File: src/core/timer_prescaler_params.svh
// Purpose: Constants for the timer and prescaler control block
// Assumes: Eight-bit special function register port
// Notes:   Included by the design modules and the bench
`ifndef TIMER_PRESCALER_PARAMS_SVH
`define TIMER_PRESCALER_PARAMS_SVH

`define ADDR_TIMER_UPPER    8'h19
`define ADDR_TIMER3_UPPER   8'h1C
`define ADDR_IRQ2           8'h1F

`define MODE_RESET          8'h3F
`define UPPER_RESET         8'h00
`define IRQ2_RESET          8'h00
`define PRESCALE_RESET      8'hFF

`define BIT_T2_HI           7
`define BIT_T2_LO           6
`define BIT_T1_HI           5
`define BIT_T1_LO           4
`define BIT_T3_HI           5
`define BIT_T3_LO           4
`define BIT_PWM2_HI         3
`define BIT_PWM2_LO         2
`define BIT_PWM1_HI         1
`define BIT_PWM1_LO         0
`define BIT_PWM3_HI         1
`define BIT_PWM3_LO         0

`define BIT_IRQ2_FLAG       7
`define BIT_T3_FLAG         4
`define BIT_IRQ2_EN         3
`define BIT_T3_EN           0

`define BIT_LOW_SUB         7
`define BIT_SPARE           6
`define BIT_SRC             5
`define BIT_EDGE            4
`define BIT_TO_WDT          3
`define RATE_HI             2
`define RATE_LO             0

`endif

File: src/core/timer_prescaler_pkg.sv
// Purpose: Types shared by the timer and prescaler control block
// Assumes: Nothing beyond the parameter header
// Notes:   Holds types only
package timer_prescaler_pkg;
    typedef logic [7:0] byte_t;
    typedef logic [2:0] rate_t;
    typedef logic [9:0] count_t;
endpackage
File: src/core/prescaler_divider.sv
// Purpose: Shared eight-bit prescaler with selectable divide ratio
// Assumes: Count enable is one cycle per source tick
// Notes:   Tick out is one cycle wide
`timescale 1ns/1ns
`include "timer_prescaler_params.svh"
module prescaler_divider #(
    parameter int WIDTH = 8
) (
    input  wire logic                             clock,
    input  wire logic                             rstn,
    input  wire logic                             tick_in,
    input  wire timer_prescaler_pkg::rate_t       rate,
    input  wire logic                             pass_one,
    output logic [WIDTH-1:0]                      count,
    output logic                                  tick_out
);
    import timer_prescaler_pkg::*;

    if (WIDTH != 8) begin : width_check
        $error("prescaler width must be 8");
    end

    logic [WIDTH-1:0] mask;
    logic [WIDTH-1:0] next_count;

    // Ratio 2^(rate+1), or 2^rate when pass_one
    always_comb begin
        mask = pass_one ? WIDTH'((9'h001 << rate) - 9'h001)
                        : WIDTH'((9'h002 << rate) - 9'h001);
        next_count = count + WIDTH'(1);
    end

    always_ff @(posedge clock or negedge rstn) begin
        if (!rstn) begin
            count <= `PRESCALE_RESET;
        end else if (tick_in) begin
            count <= next_count;
        end
    end

    always_ff @(posedge clock or negedge rstn) begin
        if (!rstn) begin
            tick_out <= 1'b0;
        end else begin
            tick_out <= tick_in && ((next_count & mask) == 8'h00);
        end
    end
endmodule

File: src/core/timer_prescaler_control.sv
// Purpose: Timer0 clock select, shared prescaler and timer upper bits
// Assumes: Inputs synchronous to the instruction clock
// Notes:   Mode register reached only by its move instructions
// Notes on behaviour
// - Timer2 upper field writes reload, reads count
// - Timer1 upper field writes reload, reads count
// - Timer3 upper field writes reload, reads count
// - Shared byte holds PWM2 and PWM1 upper bits
// - Timer3 byte holds PWM3 upper bits
// - Timer3 underflow sets flag until firmware clears
// - External irq two sets flag, firmware clears
// - Bits 0 and 3 enable the two sources
// - Disabled source flag reads as zero
// - Mode register only via move instructions
// - Assignment bit picks watchdog or Timer0
// - Timer0 or watchdog irq: 1:2 to 1:256
// - Watchdog reset mode: 1:1 to 1:128
// - Edge bit one counts falling, zero rising
// - Edge bit also applies to low oscillator
// - Source bit picks instruction clock or external
// - Low clock bit substitutes low oscillator
// - Bit 6 is plain spare storage
`timescale 1ns/1ns
`include "timer_prescaler_params.svh"
module timer_prescaler_control #(
    parameter int PRESCALE_WIDTH = 8
) (
    input  wire logic                         clock,
    input  wire logic                         rstn,
    input  wire logic [7:0]                   sfr_addr,
    input  wire timer_prescaler_pkg::byte_t   sfr_wdata,
    input  wire logic                         sfr_write,
    input  wire logic                         sfr_read,
    output timer_prescaler_pkg::byte_t        sfr_rdata,
    input  wire timer_prescaler_pkg::byte_t   mode_wdata,
    input  wire logic                         mode_write,
    output timer_prescaler_pkg::byte_t        mode_rdata,
    input  wire timer_prescaler_pkg::count_t  timer1_count,
    input  wire timer_prescaler_pkg::count_t  timer2_count,
    input  wire timer_prescaler_pkg::count_t  timer3_count,
    input  wire logic                         timer3_underflow,
    input  wire logic                         ext_irq_two_event,
    input  wire logic                         inst_clock_tick,
    input  wire logic                         external_count_pin,
    input  wire logic                         low_osc_clock,
    input  wire logic                         watchdog_irq_mode,
    input  wire logic                         watchdog_tick,
    output logic [1:0]                        timer1_reload_upper,
    output logic [1:0]                        timer2_reload_upper,
    output logic [1:0]                        timer3_reload_upper,
    output logic [1:0]                        timer1_reload_write,
    output logic [1:0]                        pwm_one_duty_upper,
    output logic [1:0]                        pwm_two_duty_upper,
    output logic [1:0]                        pwm_three_duty_upper,
    output logic                              timer_three_underflow_flag,
    output logic                              ext_irq_two_flag,
    output logic                              timer_three_underflow_enable,
    output logic                              ext_irq_two_enable,
    output logic                              timer0_tick,
    output logic                              watchdog_prescaled_tick,
    output logic [PRESCALE_WIDTH-1:0]         prescaler_count
);
    import timer_prescaler_pkg::*;

    if (PRESCALE_WIDTH != 8) begin : width_check
        $error("prescaler width must be 8");
    end

    // ****************************************
    // Register writes
    // ****************************************
    logic wr_upper;
    logic wr_t3;
    logic wr_irq;
    byte_t mode;
    assign wr_upper = sfr_write && (sfr_addr == `ADDR_TIMER_UPPER);
    assign wr_t3    = sfr_write && (sfr_addr == `ADDR_TIMER3_UPPER);
    assign wr_irq   = sfr_write && (sfr_addr == `ADDR_IRQ2);

    always_ff @(posedge clock or negedge rstn) begin
        if (!rstn) begin
            timer1_reload_upper <= 2'h0;
            timer2_reload_upper <= 2'h0;
            pwm_one_duty_upper  <= 2'h0;
            pwm_two_duty_upper  <= 2'h0;
        end else if (wr_upper) begin
            timer2_reload_upper <= sfr_wdata[`BIT_T2_HI:`BIT_T2_LO];
            timer1_reload_upper <= sfr_wdata[`BIT_T1_HI:`BIT_T1_LO];
            pwm_two_duty_upper  <=
                sfr_wdata[`BIT_PWM2_HI:`BIT_PWM2_LO];
            pwm_one_duty_upper  <=
                sfr_wdata[`BIT_PWM1_HI:`BIT_PWM1_LO];
        end
    end

    // Reload strobes, one cycle, for the timers
    always_ff @(posedge clock or negedge rstn) begin
        if (!rstn) begin
            timer1_reload_write <= 2'h0;
        end else begin
            timer1_reload_write <= {wr_t3, wr_upper};
        end
    end

    always_ff @(posedge clock or negedge rstn) begin
        if (!rstn) begin
            timer3_reload_upper  <= 2'h0;
            pwm_three_duty_upper <= 2'h0;
        end else if (wr_t3) begin
            timer3_reload_upper  <= sfr_wdata[`BIT_T3_HI:`BIT_T3_LO];
            pwm_three_duty_upper <=
                sfr_wdata[`BIT_PWM3_HI:`BIT_PWM3_LO];
        end
    end

    always_ff @(posedge clock or negedge rstn) begin
        if (!rstn) begin
            timer_three_underflow_enable <= 1'b0;
            ext_irq_two_enable           <= 1'b0;
        end else if (wr_irq) begin
            timer_three_underflow_enable <= sfr_wdata[`BIT_T3_EN];
            ext_irq_two_enable           <= sfr_wdata[`BIT_IRQ2_EN];
        end
    end

    // Set wins over a firmware clear in the same cycle
    always_ff @(posedge clock or negedge rstn) begin
        if (!rstn) begin
            timer_three_underflow_flag <= 1'b0;
        end else if (timer3_underflow) begin
            timer_three_underflow_flag <= 1'b1;
        end else if (wr_irq) begin
            timer_three_underflow_flag <= sfr_wdata[`BIT_T3_FLAG];
        end
    end

    always_ff @(posedge clock or negedge rstn) begin
        if (!rstn) begin
            ext_irq_two_flag <= 1'b0;
        end else if (ext_irq_two_event) begin
            ext_irq_two_flag <= 1'b1;
        end else if (wr_irq) begin
            ext_irq_two_flag <= sfr_wdata[`BIT_IRQ2_FLAG];
        end
    end

    // ****************************************
    // Register reads
    // ****************************************
    byte_t next_rdata;
    always_comb begin
        next_rdata = 8'h00;
        case (sfr_addr)
            `ADDR_TIMER_UPPER: begin
                next_rdata[`BIT_T2_HI:`BIT_T2_LO] = timer2_count[9:8];
                next_rdata[`BIT_T1_HI:`BIT_T1_LO] = timer1_count[9:8];
                next_rdata[`BIT_PWM2_HI:`BIT_PWM2_LO] = pwm_two_duty_upper;
                next_rdata[`BIT_PWM1_HI:`BIT_PWM1_LO] = pwm_one_duty_upper;
            end
            `ADDR_TIMER3_UPPER: begin
                next_rdata[`BIT_T3_HI:`BIT_T3_LO] = timer3_count[9:8];
                next_rdata[`BIT_PWM3_HI:`BIT_PWM3_LO] = pwm_three_duty_upper;
            end
            `ADDR_IRQ2: begin
                next_rdata[`BIT_IRQ2_FLAG] =
                    ext_irq_two_flag & ext_irq_two_enable;
                next_rdata[`BIT_T3_FLAG] =
                    timer_three_underflow_flag
                    & timer_three_underflow_enable;
                next_rdata[`BIT_IRQ2_EN] = ext_irq_two_enable;
                next_rdata[`BIT_T3_EN]   = timer_three_underflow_enable;
            end
            default: begin
                next_rdata = 8'h00;
            end
        endcase
    end

    always_ff @(posedge clock or negedge rstn) begin
        if (!rstn) begin
            sfr_rdata <= 8'h00;
        end else if (sfr_read) begin
            sfr_rdata <= next_rdata;
        end
    end

    // ****************************************
    // Timer0 mode register
    // ****************************************
    always_ff @(posedge clock or negedge rstn) begin
        if (!rstn) begin
            mode <= `MODE_RESET;
        end else if (mode_write) begin
            mode <= mode_wdata;
        end
    end
    assign mode_rdata = mode;

    // ****************************************
    // Timer0 clock source and edge
    // ****************************************
    logic ext_src;
    logic ext_prev;
    logic ext_edge;
    logic src_tick;
    logic to_wdt;
    logic pre_in;
    logic pre_out;

    assign ext_src = mode[`BIT_LOW_SUB] ? low_osc_clock : external_count_pin;

    always_ff @(posedge clock or negedge rstn) begin
        if (!rstn) begin
            ext_prev <= 1'b0;
        end else begin
            ext_prev <= ext_src;
        end
    end

    assign ext_edge = mode[`BIT_EDGE] ? (ext_prev && !ext_src)
                                      : (!ext_prev && ext_src);
    assign src_tick = mode[`BIT_SRC] ? ext_edge : inst_clock_tick;

    // ****************************************
    // Shared prescaler
    // ****************************************
    assign to_wdt = mode[`BIT_TO_WDT];
    assign pre_in = to_wdt ? watchdog_tick : src_tick;

    prescaler_divider #(
        .WIDTH   (PRESCALE_WIDTH)
    ) u_prescaler (
        .clock   (clock),
        .rstn    (rstn),
        .tick_in (pre_in),
        .rate    (mode[`RATE_HI:`RATE_LO]),
        .pass_one(to_wdt && !watchdog_irq_mode),
        .count   (prescaler_count),
        .tick_out(pre_out)
    );

    assign timer0_tick = to_wdt ? src_tick : pre_out;
    assign watchdog_prescaled_tick = to_wdt ? pre_out : watchdog_tick;
endmodule

File: config.mk
export PLATFORM = sky130hd
export DESIGN_NAME = timer_prescaler_control
export DESIGN_NICKNAME = d
export VERILOG_FILES = /design/src/core/timer_prescaler_pkg.sv /design/src/core/prescaler_divider.sv /design/src/core/timer_prescaler_control.sv
export VERILOG_INCLUDE_DIRS = /design/src /design/src/core
export SDC_FILE = /design/constraint.sdc
export NUM_CORES = 1
export LEC_CHECK = 0
export ABC_AREA = 1
export BUFFER_PORTS_ARGS = -buffer_cell sky130_fd_sc_hd__buf_2
export CORE_UTILIZATION = 49
export DETAILED_ROUTE_END_ITERATION = 10
export GPL_ROUTABILITY_DRIVEN = 1
export MAX_ROUTING_LAYER = met4
export PLACE_DENSITY = 0.85
export SYNTH_ARGS = -nofsm -noshare
export SYNTH_HDL_FRONTEND = slang
export SYNTH_SLANG_ARGS = --single-unit
File: constraint.sdc
create_clock -name clock -period 6.4 [get_ports clock]
set_input_delay 1.28 -clock clock [delete_from_list [all_inputs] [get_ports clock]]
set_output_delay 1.28 -clock clock [all_outputs]
set_load 0.005 [all_outputs]
After elaboration in Yosys (flattened, before gate mapping)
Cells that the tools add are included.

Register bits after elaboration: 44. Input bits: 66. Output and inout bits: 44. Logic and storage cells: 59.

Add/sub/neg operators: 3. Equal/unequal tests: 3. Shifts and indexed selects: 2. Mux-type cells: 19. Bitwise logic cells: 3. Reductions and logical operators: 13.

Operators with widths (count): $eq 8x5->1 const B (3); $sub 8x1->8 const B (2); $mux 1 (12); $add 8x1->8 const B (1); $and 8x8->8 (1); $logic_not 8->1 (1); $mux 8 (1); $pmux 1 s2 (4); $shl 1x3->8 const A (1); $shl 2x3->8 const A (1); $logic_and 1x1->1 (7); $pmux 1 s3 (2); $reduce_bool 2->1 (2); $logic_not 1->1 (3); $and 1x1->1 (2).

Longest topological paths before layout
Gate-level depths: netlist of the first run.

Word-level depth: 7. Depth in mapped cells: 15. Mapped depth without buffers: 15.

Cells and area by module
A second synthesis of the first run with hierarchy kept.

Cell total of the unflattened synthesis: 298. Area total of the unflattened synthesis: 2464.9 µm².

Modules (own cells, without submodules): timer_prescaler_control (instances 1, cells each 182, area each 1617.8 µm², sequential area each 883.3 µm²); prescaler_divider (instances 1, cells each 116, area each 847.1 µm², sequential area each 235.2 µm²).

Least setup slack after synthesis of the first run
No wires, ideal clock.

Kind: in2out. From: in low_osc_clock. To: out timer0_tick. Arrival: 1689 ps. Data required time: 5120 ps. Slack: 3431 ps. Cell stages on the path: 5. Buffers on the path: 0. Cell sequence: nand2_1 nand2_2 o21ai_2 nand3_2 a31oi_1.

Longest elaborated chain between the ends: 6. Elaborated cells between the ends (all ways): 7. Those cells by class: 4 x mux; 3 x reduce/logical.

Ends and longest elaborated chain: start: declaration (RTL line timer_prescaler_control.sv:45) `input wire logic low_osc_clock,`; $mux 1 * (RTL line timer_prescaler_control.sv:210) `` assign ext_src = mode[`BIT_LOW_SUB] ? low_osc_clock : external_count_pin; ``; net ext_src (RTL line timer_prescaler_control.sv:202) `logic ext_src;`; $logic_not 1->1 (RTL line timer_prescaler_control.sv:220) `` assign ext_edge = mode[`BIT_EDGE] ? (ext_prev && !ext_src) ``; $logic_and 1x1->1 (RTL line timer_prescaler_control.sv:220); $mux 1 * (RTL line timer_prescaler_control.sv:220); $mux 1 * (RTL line timer_prescaler_control.sv:222) `` assign src_tick = mode[`BIT_SRC] ? ext_edge : inst_clock_tick; ``; $mux 1 * (RTL line timer_prescaler_control.sv:242) `assign timer0_tick = to_wdt ? src_tick : pre_out;`; end: declaration (RTL line timer_prescaler_control.sv:59) `output logic timer0_tick,`.

The timed path passes the listed nets; every way through them passes the cells marked *.

Final worst setup path of the first run
Ends and elaborated chain as after synthesis.

==> results of run 1 <==
## through the flow
stage	instances	power, mW	util	cell area, um^2
6_report	432	0.758	0.644	2880
5_1_grt	432	0.815	0.644	2880
4_1_cts	432	0.765	0.644	2880
3_5_place_dp	424	0.581	0.623	2790
3_3_place_gp	424	0.573	0.623	2790
2_1_floorplan	294	0.501	-	2340
## critical path, cell delays in order
cell and delay (ps):
buf_2 90, nand2_1 70, nand2_2 70, o21ai_2 60
nand3_2 90, a31oi_1 130, buf_2 130
## power by group through the flow
stage | logic [mW] | clock network [mW] | registers [mW]
floorplan | 0.131 | 0 | 0.370
global placement | 0.201 | 0 | 0.372
detailed placement | 0.208 | 0 | 0.373
CTS | 0.209 | 0.187 | 0.368
global route | 0.240 | 0.201 | 0.374
finish | 0.208 | 0.182 | 0.368
## cell families (layout without fill, tap and decap cells)
kind of cell,Yosys count,count (layout),share of synthesized area
AOI/OAI and AO/OA,38,38,0.0915
xor gates and xnor gates,7,7,0.0262
adders and majority gates,4,4,0.0214
buffers and inverters,41,127,0.0733
DFF,44,44,0.478
muxes,2,2,0.00962
and+or+nand+nor,158,158,0.300
## cell type report
| class | instances | area [um^2] |
|---|---|---|
| Sequential cell | 44 | 1120 |
| Clock buffer | 5 | 68.8 |
| Tap cell | 52 | 65.1 |
| Clock inverter | 3 | 26.3 |
| Inverter | 34 | 128 |
| Multi-Input combinational cell | 209 | 1050 |
| Fill cell | 379 | 1590 |
| Timing Repair Buffer | 85 | 425 |
## metal layers
layer	vias to the layer above	wire [um]	track usage
li1	1113	-	-
met1	1002	2170	0.245
met2	70	2620	0.413
met3	10	244	0.0570
met4	0	85	0.0889
met5	-	0	-
## sequential cells by signal (all words and copies together) (netlist names)
name / count
ext_irq_two_flag: 1
timer3_reload_upper: 2
ext_prev: 1
timer_three_underflow_flag: 1
pwm_three_duty_upper: 2
pwm_one_duty_upper: 2
mode_rdata: 8
timer2_reload_upper: 2
timer1_reload_write: 2
timer_three_underflow_enable: 1
u_prescaler.count: 8
sfr_rdata: 8
pwm_two_duty_upper: 2
timer1_reload_upper: 2
ext_irq_two_enable: 1
u_prescaler.tick_out: 1
## worst min path at each step
stage | slack, ps | endpoint | startpoint | cells after the start
after CTS | 490 | sfr_rdata[3] | sfr_rdata[3] | 2
after detailed placement | 470 | sfr_rdata[3] | sfr_rdata[3] | 2
after floorplan | 470 | timer3_reload_upper[1] | timer3_reload_upper[1] | 2
after global placement | 460 | timer3_reload_upper[1] | timer3_reload_upper[1] | 2
after global routing | 510 | sfr_rdata[3] | sfr_rdata[3] | 2
final | 480 | sfr_rdata[2] | sfr_rdata[2] | 2
## cells in the final DEF (no fill, tap or decap), types with 2 or more instances in the layout
master    instances
dfstp_2          14
nand3_1          30
nand2_1          96
a21oi_1           4
mux2_2            2
dfrtp_1          30
o21ai_2           3
o21ai_1           4
xor2_1            7
inv_2             3
inv_6             2
a22oi_1           2
ha_1              4
nor2_1           18
nor2_4            2
nand4_1           6
buf_2            85
o21ai_0          21
clkbuf_8          5
inv_1            30
==> metrics.cfg, run 1 <==
[outcome]
status=finished, violations left
violations=design-rule violations

[grt]
grt_remaining_overflow=0
grt_first_pass_wirelength_mm=8.85
grt_pass1_vias=2143
grt_usage=0.231
grt_max_degree=45
antenna_found_initial=0

[timing]
timing.final.crit_share=0.502
rsz0062_at_grt=false
period_needed_ps=3210
setup_slack_ps=3190
relSlewSlack=0.362
max_freq_mhz=311
slew_viol_final=0
setup_viol=0
fin_tns_setup_ps=0
fin_worst_skew_ps=4.13
tightestPinTransition_ps=957
timing.hold.ws_ps=484
hold_violations=0

[worst_setup_path]
worst-r2r-cell-count=12
required_ps=5120
start_kind=input pin
r2r-start=mode_rdata[3]
r2r_slack_ps=4070
criticalPathCategory=in -> out
critPathMaxFanout=2
crit_path_start=low_osc_clock
cp.arrival_ps=1930
end_kind=output pin
r2r_end=u_prescaler.tick_out
endpoint=timer0_tick

[final_layout]
drive_gt1_frac=0.318
layout-area-overhead-vs-synth_pct=23.2
nNetsFinal=449
num_antenna_cells=0

[synthesis]
ys.flop_type=dfrtp_1
synth.most_common_cell=nand2_1
syn-cell-area_mm2=0.00234
ys_ff_latch=44
yosysTopAreaCell=dfrtp_1
ys_top_cells_by_area=dfrtp_1 32%, dfstp_2 16%, nand2_1 15%
netlist_top_cells_count=96 x nand2_1, 30 x dfrtp_1, 30 x inv_1, 30 x nand3_1, 21 x o21ai_0
async_reset_ff_frac=1.00
post_synth_num_cell_types=32
seq_area_frac_synth=0.478
synth_edf_count=0
syn_avg_cell_area_um2=7.96
synth_warnings=0
syn_inst=294
synthesis.nets=364
synth_top_area_share=0.321

[floorplanning]
start_util=0.523
rows=24
die_area_mm2=0.00506
io_pins=110
die_h_um=71.1
die_w_um=71.1
core_area_mm2=0.00447

[power]
ir_drop_v=0.000149
switchingPower_uw=254
swShare=0.336
p_per_area_mw_per_mm2=263
pwr-share-clk=0.240
power_frac_comb=0.274
seqPwrFrac=0.486
cellLeakagePower_nw=1.60
p_int_uw=504

[clock_network]
cts_resized=0
clockBufferDepth=2
cts_setup_buffers=0
path_clk_slew_ps=90
clk-insertion-delay-late_ps=290
tritoncts=yes
cts_buffers=5
clock-sinks=44
cts_max_level=2
cts-hold-fix-buffers=0
clock_tree.root_cell=clkbuf_8

[placed_design]
gp_congestion=0.863
hpwl_mm=3.99
portBuffers=85
pre_cts_ws_ps=3180

[min_path]
hp-class=reg -> reg

[route]
vias=2195
drc=6
antenna_left=0
avgRoutedWirePerCell_um=11.9
drtPass1Iterations=10
avgViaCountPerCell=5.08
finalWirelength_mm=5.13
drtIter0Drc=89

[run]
maxCapViolations=0

Power figures use the tool's default switching activity.
==> run 2: changes to the inputs <==
ABC_AREA = 0   (was 1)
CORE_UTILIZATION = 42   (was 49)
PLACE_DENSITY = 0.77   (was 0.85)
clock period = 2.6 ns   (was 6.4 ns; I/O delays follow)
==> metrics.cfg, run 2 <==
[outcome]
status=finished clean  ; was finished, violations left

[power]
power_frac_comb=0.265  ; was 0.274
totalPowerFinal_mw=2.00  ; was 758 uW
seqPwrFrac=0.466  ; was 0.486
cellLeakagePower_nw=1.46  ; was 1.60 nW
switchingPower_uw=616  ; was 254 uW
p_int_mw=1.38  ; was 504 uW
swShare=0.308  ; was 0.336
ir_drop_v=0.000323  ; was 0.000149 V
pwr-share-clk=0.270  ; was 0.240
p_per_area_mw_per_mm2=670  ; was 263 mW/mm^2

[synthesis]
syn-cell-area_mm2=0.00235  ; was 0.00234 mm^2
synth_edf_count=0  ; unchanged
yosys.area_share.simple=0.173  ; was 0.300
synth_top_area_share=0.320  ; was 0.321
ys_top_cells_by_area=dfrtp_1 32%, dfstp_2 16%, mux2_2 12%  ; was dfrtp_1 32%, dfstp_2 16%, nand2_1 15%
syn_avg_cell_area_um2=10.6  ; was 7.96 um^2
synth_top_family_by_area=simple AND/OR/NAND/NOR gates  ; unchanged
netlist_top_cells_count=30 x dfrtp_1, 25 x mux2_2, 19 x nand2_1, 16 x nor2_1, 14 x dfstp_2  ; was 96 x nand2_1, 30 x dfrtp_1, 30 x inv_1, 30 x nand3_1, 21 x o21ai_0
synth_warnings=0  ; unchanged
yosys.area_share.adder=0.0213  ; was 0.0214
async_reset_ff_frac=1.00  ; unchanged
ys_ff_latch=44  ; unchanged
ys.flop_type=dfrtp_1  ; unchanged
synth_xor_area_frac=0.0523  ; was 0.0262
syn_inst=222  ; was 294
synth.most_common_cell=dfrtp_1  ; was nand2_1
post_synth_num_cell_types=41  ; was 32
muxShareOfSynthArea=0.124  ; was 0.00963
synth_compound_area_frac=0.119  ; was 0.0914
synthesis.nets=292  ; was 364
yosysTopAreaCell=dfrtp_1  ; unchanged
seq_area_frac_synth=0.477  ; was 0.478

[route]
antenna_left=0  ; unchanged
drtIter0Drc=76  ; was 89
avgViaCountPerCell=5.10  ; was 5.08
vias=1943  ; was 2195
drtPass1Iterations=4  ; was 10
finalWirelength_mm=5.20  ; was 5.13 mm
avgRoutedWirePerCell_um=13.6  ; was 11.9 um
drc=0  ; was 6

[clock_network]
cts_buffers=5  ; unchanged
cts_max_level=2  ; unchanged
cts-hold-fix-buffers=0  ; unchanged
clockBufferDepth=2  ; unchanged
cts_setup_buffers=0  ; unchanged
clock_tree.root_cell=clkbuf_8  ; unchanged
clk-insertion-delay-late_ps=300  ; was 290 ps
tritoncts=yes  ; unchanged
path_clk_slew_ps=90  ; about the same
clock-sinks=44  ; unchanged

[final_layout]
drive_gt1_frac=0.463  ; was 0.318
nNetsFinal=380  ; was 449
num_antenna_cells=0  ; unchanged
layout-area-overhead-vs-synth_pct=27.3  ; was 23.2%
fin_cells=381  ; was 432
final_cell_mix=85 x buf_2, 30 x dfrtp_1, 25 x mux2_2, 19 x nand2_1, 16 x nor2_1  ; was 96 x nand2_1, 85 x buf_2, 30 x inv_1, 30 x nand3_1, 30 x dfrtp_1
design_area_mm2=0.00299  ; was 0.00288 mm^2
n_fill_cell=460  ; was 379
final_common_cell=buf_2  ; was nand2_1

[grt]
grt_max_degree=39  ; was 45
grt_usage=0.190  ; was 0.231
grt_remaining_overflow=0  ; unchanged
grt_pass1_vias=1962  ; was 2143
grt_first_pass_wirelength_mm=8.63  ; was 8.85 mm
antenna_found_initial=0  ; unchanged

[floorplanning]
io_pins=110  ; unchanged
rows=26  ; was 24
die_w_um=76.7  ; was 71.1 um
start_util=0.448  ; was 0.523
die_h_um=76.7  ; was 71.1 um
core_area_mm2=0.00524  ; was 0.00447 mm^2
die_area_mm2=0.00589  ; was 0.00506 mm^2

[worst_setup_path]
cp.arrival_ps=2520  ; was 1930 ps
critPathMaxFanout=8  ; was 2
r2r-start=mode_rdata[3]  ; unchanged
required_ps=2780  ; was 5120 ps
end_kind=flop  ; was output pin
start_kind=flop  ; was input pin
criticalPathCategory=reg -> reg  ; was in -> out
crit_path_start=mode_rdata[3]  ; was low_osc_clock

[timing]
period_needed_ps=2340
setup_viol=0  ; unchanged
fin_tns_setup_ps=0  ; unchanged
timing.final.crit_share=0.902
tightestPinTransition_ps=831  ; was 957 ps
relSlewSlack=0.446  ; was 0.362
max_freq_mhz=427
fin_worst_skew_ps=13.0  ; was 4.13 ps
rsz0062_at_grt=false  ; unchanged
slew_viol_final=0  ; unchanged
hold_violations=0  ; unchanged

[placed_design]
gp_congestion=0.858  ; was 0.863
portBuffers=85  ; unchanged
hpwl_mm=3.89  ; was 3.99 mm
placed_area_mm2=0.00286  ; was 0.00279 mm^2
dpl.cell_count=373  ; was 424

[run]
maxCapViolations=0  ; unchanged

[min_path]
hp-class=in -> async  ; was reg -> reg

## run 2: what timing repair did
action | 4_1_cts | 5_1_grt
setup endpoints to repair | 0 | 1
endpoints found under the hold margin | 0 | 0
resized for setup | 0 | 2
## run 2: routing by layer
layer	vias up	wire length, um	global-route usage
met1	911	2270	0.214
met5	-	0	-
met3	4	298	0.0476
li1	964	-	-
met2	64	2590	0.336
met4	0	34	0.0462
## run 2: stage by stage
| step | utilization | hold WS, ps | setup slack (ps) |
|---|---|---|---|
| 2_1_floorplan | - | 224 | 383 |
| 3_3_place_gp | 0.546 | 486 | 91.0 |
| 3_5_place_dp | 0.546 | 488 | -34.4 |
| 4_1_cts | 0.568 | 349 | 44.0 |
| 5_1_grt | 0.570 | 388 | 87.7 |
| 6_report | 0.570 | 313 | 256 |
## run 2: layout make-up
cell class,instances,area [um^2],area share
Multi-Input combinational cell,158,1160,0.388
Sequential cell,44,1120,0.375
Timing Repair Buffer,90,463,0.155
Tap cell,70,87.6,0.0293
Clock buffer,5,68.8,0.0231
Clock inverter,3,47.5,0.0159
Inverter,11,41.3,0.0138
## run 2: final timing paths
path | endpoint | slack, ps | cells after the start
worst max-delay path | u_prescaler.tick_out | 260 | 10
worst min-delay path | sfr_rdata[1] | 310 | 1
worst max register to register | u_prescaler.tick_out | 260 | 10
worst min register to register | mode_rdata[6] | 510 | 1
max in group asynchronous | u_prescaler.count[1] | 1590 | 2
min in group clock | ext_irq_two_flag | 410 | 2
## run 2: cell families (layout without fill, tap and decap cells)
logic type      after synthesis  after routing
compound gates               43             43
xor+xnor                     14             14
buf+inv                      20            109
mux                          26             26
flops                        44             44
simple gates                 71             71
fa+ha+maj                     4              4
## run 2: worst max-delay path, stage by stage, from the launching register on
cell and delay [ps]:
dfstp_2 610, nand2b_1 90, inv_1 60, ha_1 290, nand2_1 100, ha_2 250, o21a_1 140, nor2_1 40
a22oi_1 150, o221ai_1 170, nor4b_2 330
## run 2: power groups by stage
stage	logic [mW]	registers (mW)	clock network, mW
finish	0.529	0.931	0.539
global route	0.587	0.953	0.582
CTS	0.531	0.932	0.560
detailed placement	0.527	0.943	0
global placement	0.511	0.939	0
floorplan	0.328	0.928	0
==> run 3: changes to the inputs <==
CORE_UTILIZATION = 47   (was 42)
PLACE_DENSITY = 0.82   (was 0.77)
clock period = 2.67 ns   (was 2.6 ns; I/O delays follow)
==> metrics.cfg, run 3 (same netlist as run 2, synthesis figures left out) <==
[grt]
use_met1=0.247  ; was 0.214
globalRouteMet2Util=0.339  ; was 0.336
grt_usage=0.206  ; was 0.190
top_usage_layer=met2  ; unchanged
grt_first_pass_wirelength_mm=8.14  ; was 8.63 mm
antenna_found_initial=0  ; unchanged
grt_pass1_vias=1854  ; was 1962
grt_max_degree=40  ; was 39
grt_remaining_overflow=0  ; unchanged
met3_usage=0.0511  ; was 0.0476

[final_layout]
design_area_mm2=0.00294  ; was 0.00299 mm^2
final_cell_mix=85 x buf_2, 30 x dfrtp_1, 25 x mux2_2, 19 x nand2_1, 16 x nor2_1  ; unchanged
drive_gt1_frac=0.453  ; was 0.463
final_common_cell=buf_2  ; unchanged
nNetsFinal=378  ; was 380
num_antenna_cells=0  ; unchanged
layout-area-overhead-vs-synth_pct=25.2  ; was 27.3%

[route]
avgViaCountPerCell=5.20  ; was 5.10
antenna_left=0  ; unchanged
drtPass1Iterations=4  ; unchanged
drc=0  ; unchanged
vias=1956  ; was 1943
drtIter0Drc=79  ; was 76
finalWirelength_mm=4.96  ; was 5.20 mm
avgRoutedWirePerCell_um=13.2  ; was 13.6 um

[clock_network]
clock_tree.root_cell=clkbuf_8  ; unchanged
tritoncts=yes  ; unchanged
clockBufferDepth=2  ; unchanged
clock-sinks=44  ; unchanged
cts_buffers=5  ; unchanged
cts_resized=0  ; unchanged
path_clk_slew_ps=90  ; about the same
cts-hold-fix-buffers=0  ; unchanged
cts_max_level=2  ; unchanged
clk-insertion-delay-late_ps=300  ; about the same
cts_setup_buffers=0  ; unchanged

[floorplanning]
io_pins=110  ; unchanged
rows=25  ; was 26
die_w_um=72.7  ; was 76.7 um
start_util=0.493  ; was 0.448
core_area_mm2=0.00475  ; was 0.00524 mm^2
die_area_mm2=0.00528  ; was 0.00589 mm^2
die_h_um=72.7  ; was 76.7 um

[power]
cellLeakagePower_nw=1.44  ; was 1.46 nW
p_per_area_mw_per_mm2=628  ; was 670 mW/mm^2
ir_drop_v=0.000373  ; was 0.000323 V

[worst_setup_path]
cp_slowest_cell=dfstp_2  ; unchanged
crit_top_cell=ha_1
r2r-start=mode_rdata[3]  ; unchanged
cp.arrival_ps=2610  ; was 2520 ps
crit_path_start=mode_rdata[3]  ; unchanged
start_kind=flop  ; unchanged
end_kind=flop  ; unchanged
worstPathCellList=nand2b_1, inv_1, ha_1, nand2_1, ha_1, o21a_1, nor2_1, a22oi_1, o221ai_1, nor4b_1  ; was nand2b_1, inv_1, ha_1, nand2_1, ha_2, o21a_1, nor2_1, a22oi_1, o221ai_1, nor4b_2
criticalPathCategory=reg -> reg  ; unchanged
critPathMaxFanout=8  ; unchanged
max_stage_delay_ps=600  ; was 610 ps
required_ps=2840  ; was 2780 ps

[timing]
rsz0062_at_grt=false  ; unchanged
tightestPinTransition_ps=846  ; was 831 ps
timing.hold.ws_ps=335  ; was 313 ps
max_freq_mhz=411  ; was 427 MHz
slew_viol_final=0  ; unchanged
fin_worst_skew_ps=4.63  ; was 13.0 ps
hold_violations=0  ; unchanged
relSlewSlack=0.436  ; was 0.446
setup_viol=0  ; unchanged
period_needed_ps=2430  ; was 2340 ps
timing.final.crit_share=0.912  ; was 0.902
fin_tns_setup_ps=0  ; unchanged

[outcome]
status=finished clean  ; unchanged

[placed_design]
gp_congestion=0.790  ; was 0.858
hpwl_mm=3.74  ; was 3.89 mm
portBuffers=85  ; unchanged
placed_area_mm2=0.00284  ; was 0.00286 mm^2

[min_path]
hp-class=in -> async  ; unchanged

[run]
maxCapViolations=0  ; unchanged

-- run 3: through the flow --
stage | utilization | setup WS (ps) | total power [mW] | std cells
3_5_place_dp | 0.598 | 145 | 1.42 | 368
4_1_cts | 0.618 | 226 | 1.87 | 376
5_1_grt | 0.618 | 13.9 | 1.98 | 376
6_report | 0.618 | 236 | 1.84 | 376
3_3_place_gp | 0.598 | 183 | 1.41 | 368
2_1_floorplan | - | 439 | 1.22 | 222
-- run 3: final cells by class --
type / count / area [um^2]
inverter: 11 / 41.3
tap: 67 / 83.8
timing repair buffer: 88 / 448
multi-input combinational: 158 / 1150
fill: 425 / 1820
clock inverter: 3 / 26.3
clock buffer: 5 / 68.8
sequential: 44 / 1120
-- run 3: worst max-delay path: cells and delay by family (launching register included) --
family | cells | cell delay, ps
compound gates | 3 | 470
fa+ha+maj | 2 | 600
flops | 1 | 600
buf+inv | 1 | 60
simple gates | 4 | 580
-- run 3: worst paths after layout --
| kind | cells after the start | slack, ps | end |
|---|---|---|---|
| min in group clock | 2 | 430 | timer_three_underflow_flag |
| max | 10 | 240 | u_prescaler.tick_out |
| min | 1 | 330 | timer3_reload_upper[0] |
| max reg2reg | 10 | 240 | u_prescaler.tick_out |
| max in group asynchronous | 2 | 1640 | u_prescaler.count[3] |
| min reg2reg | 1 | 510 | timer1_reload_upper[0] |
-- run 3: report_power, final --
group          switching, mW  total, mW  internal [mW]  leakage [nW]
clock network          0.244      0.436          0.193        0.0491
logic                  0.234      0.500          0.266         0.847
registers              0.112      0.908          0.796         0.540
-- run 3: per-layer routing --
metal | vias up | wire (um)
met5 | - | 0
li1 | 952 | -
met3 | 10 | 337
met1 | 916 | 2140
met2 | 78 | 2370
met4 | 0 | 114
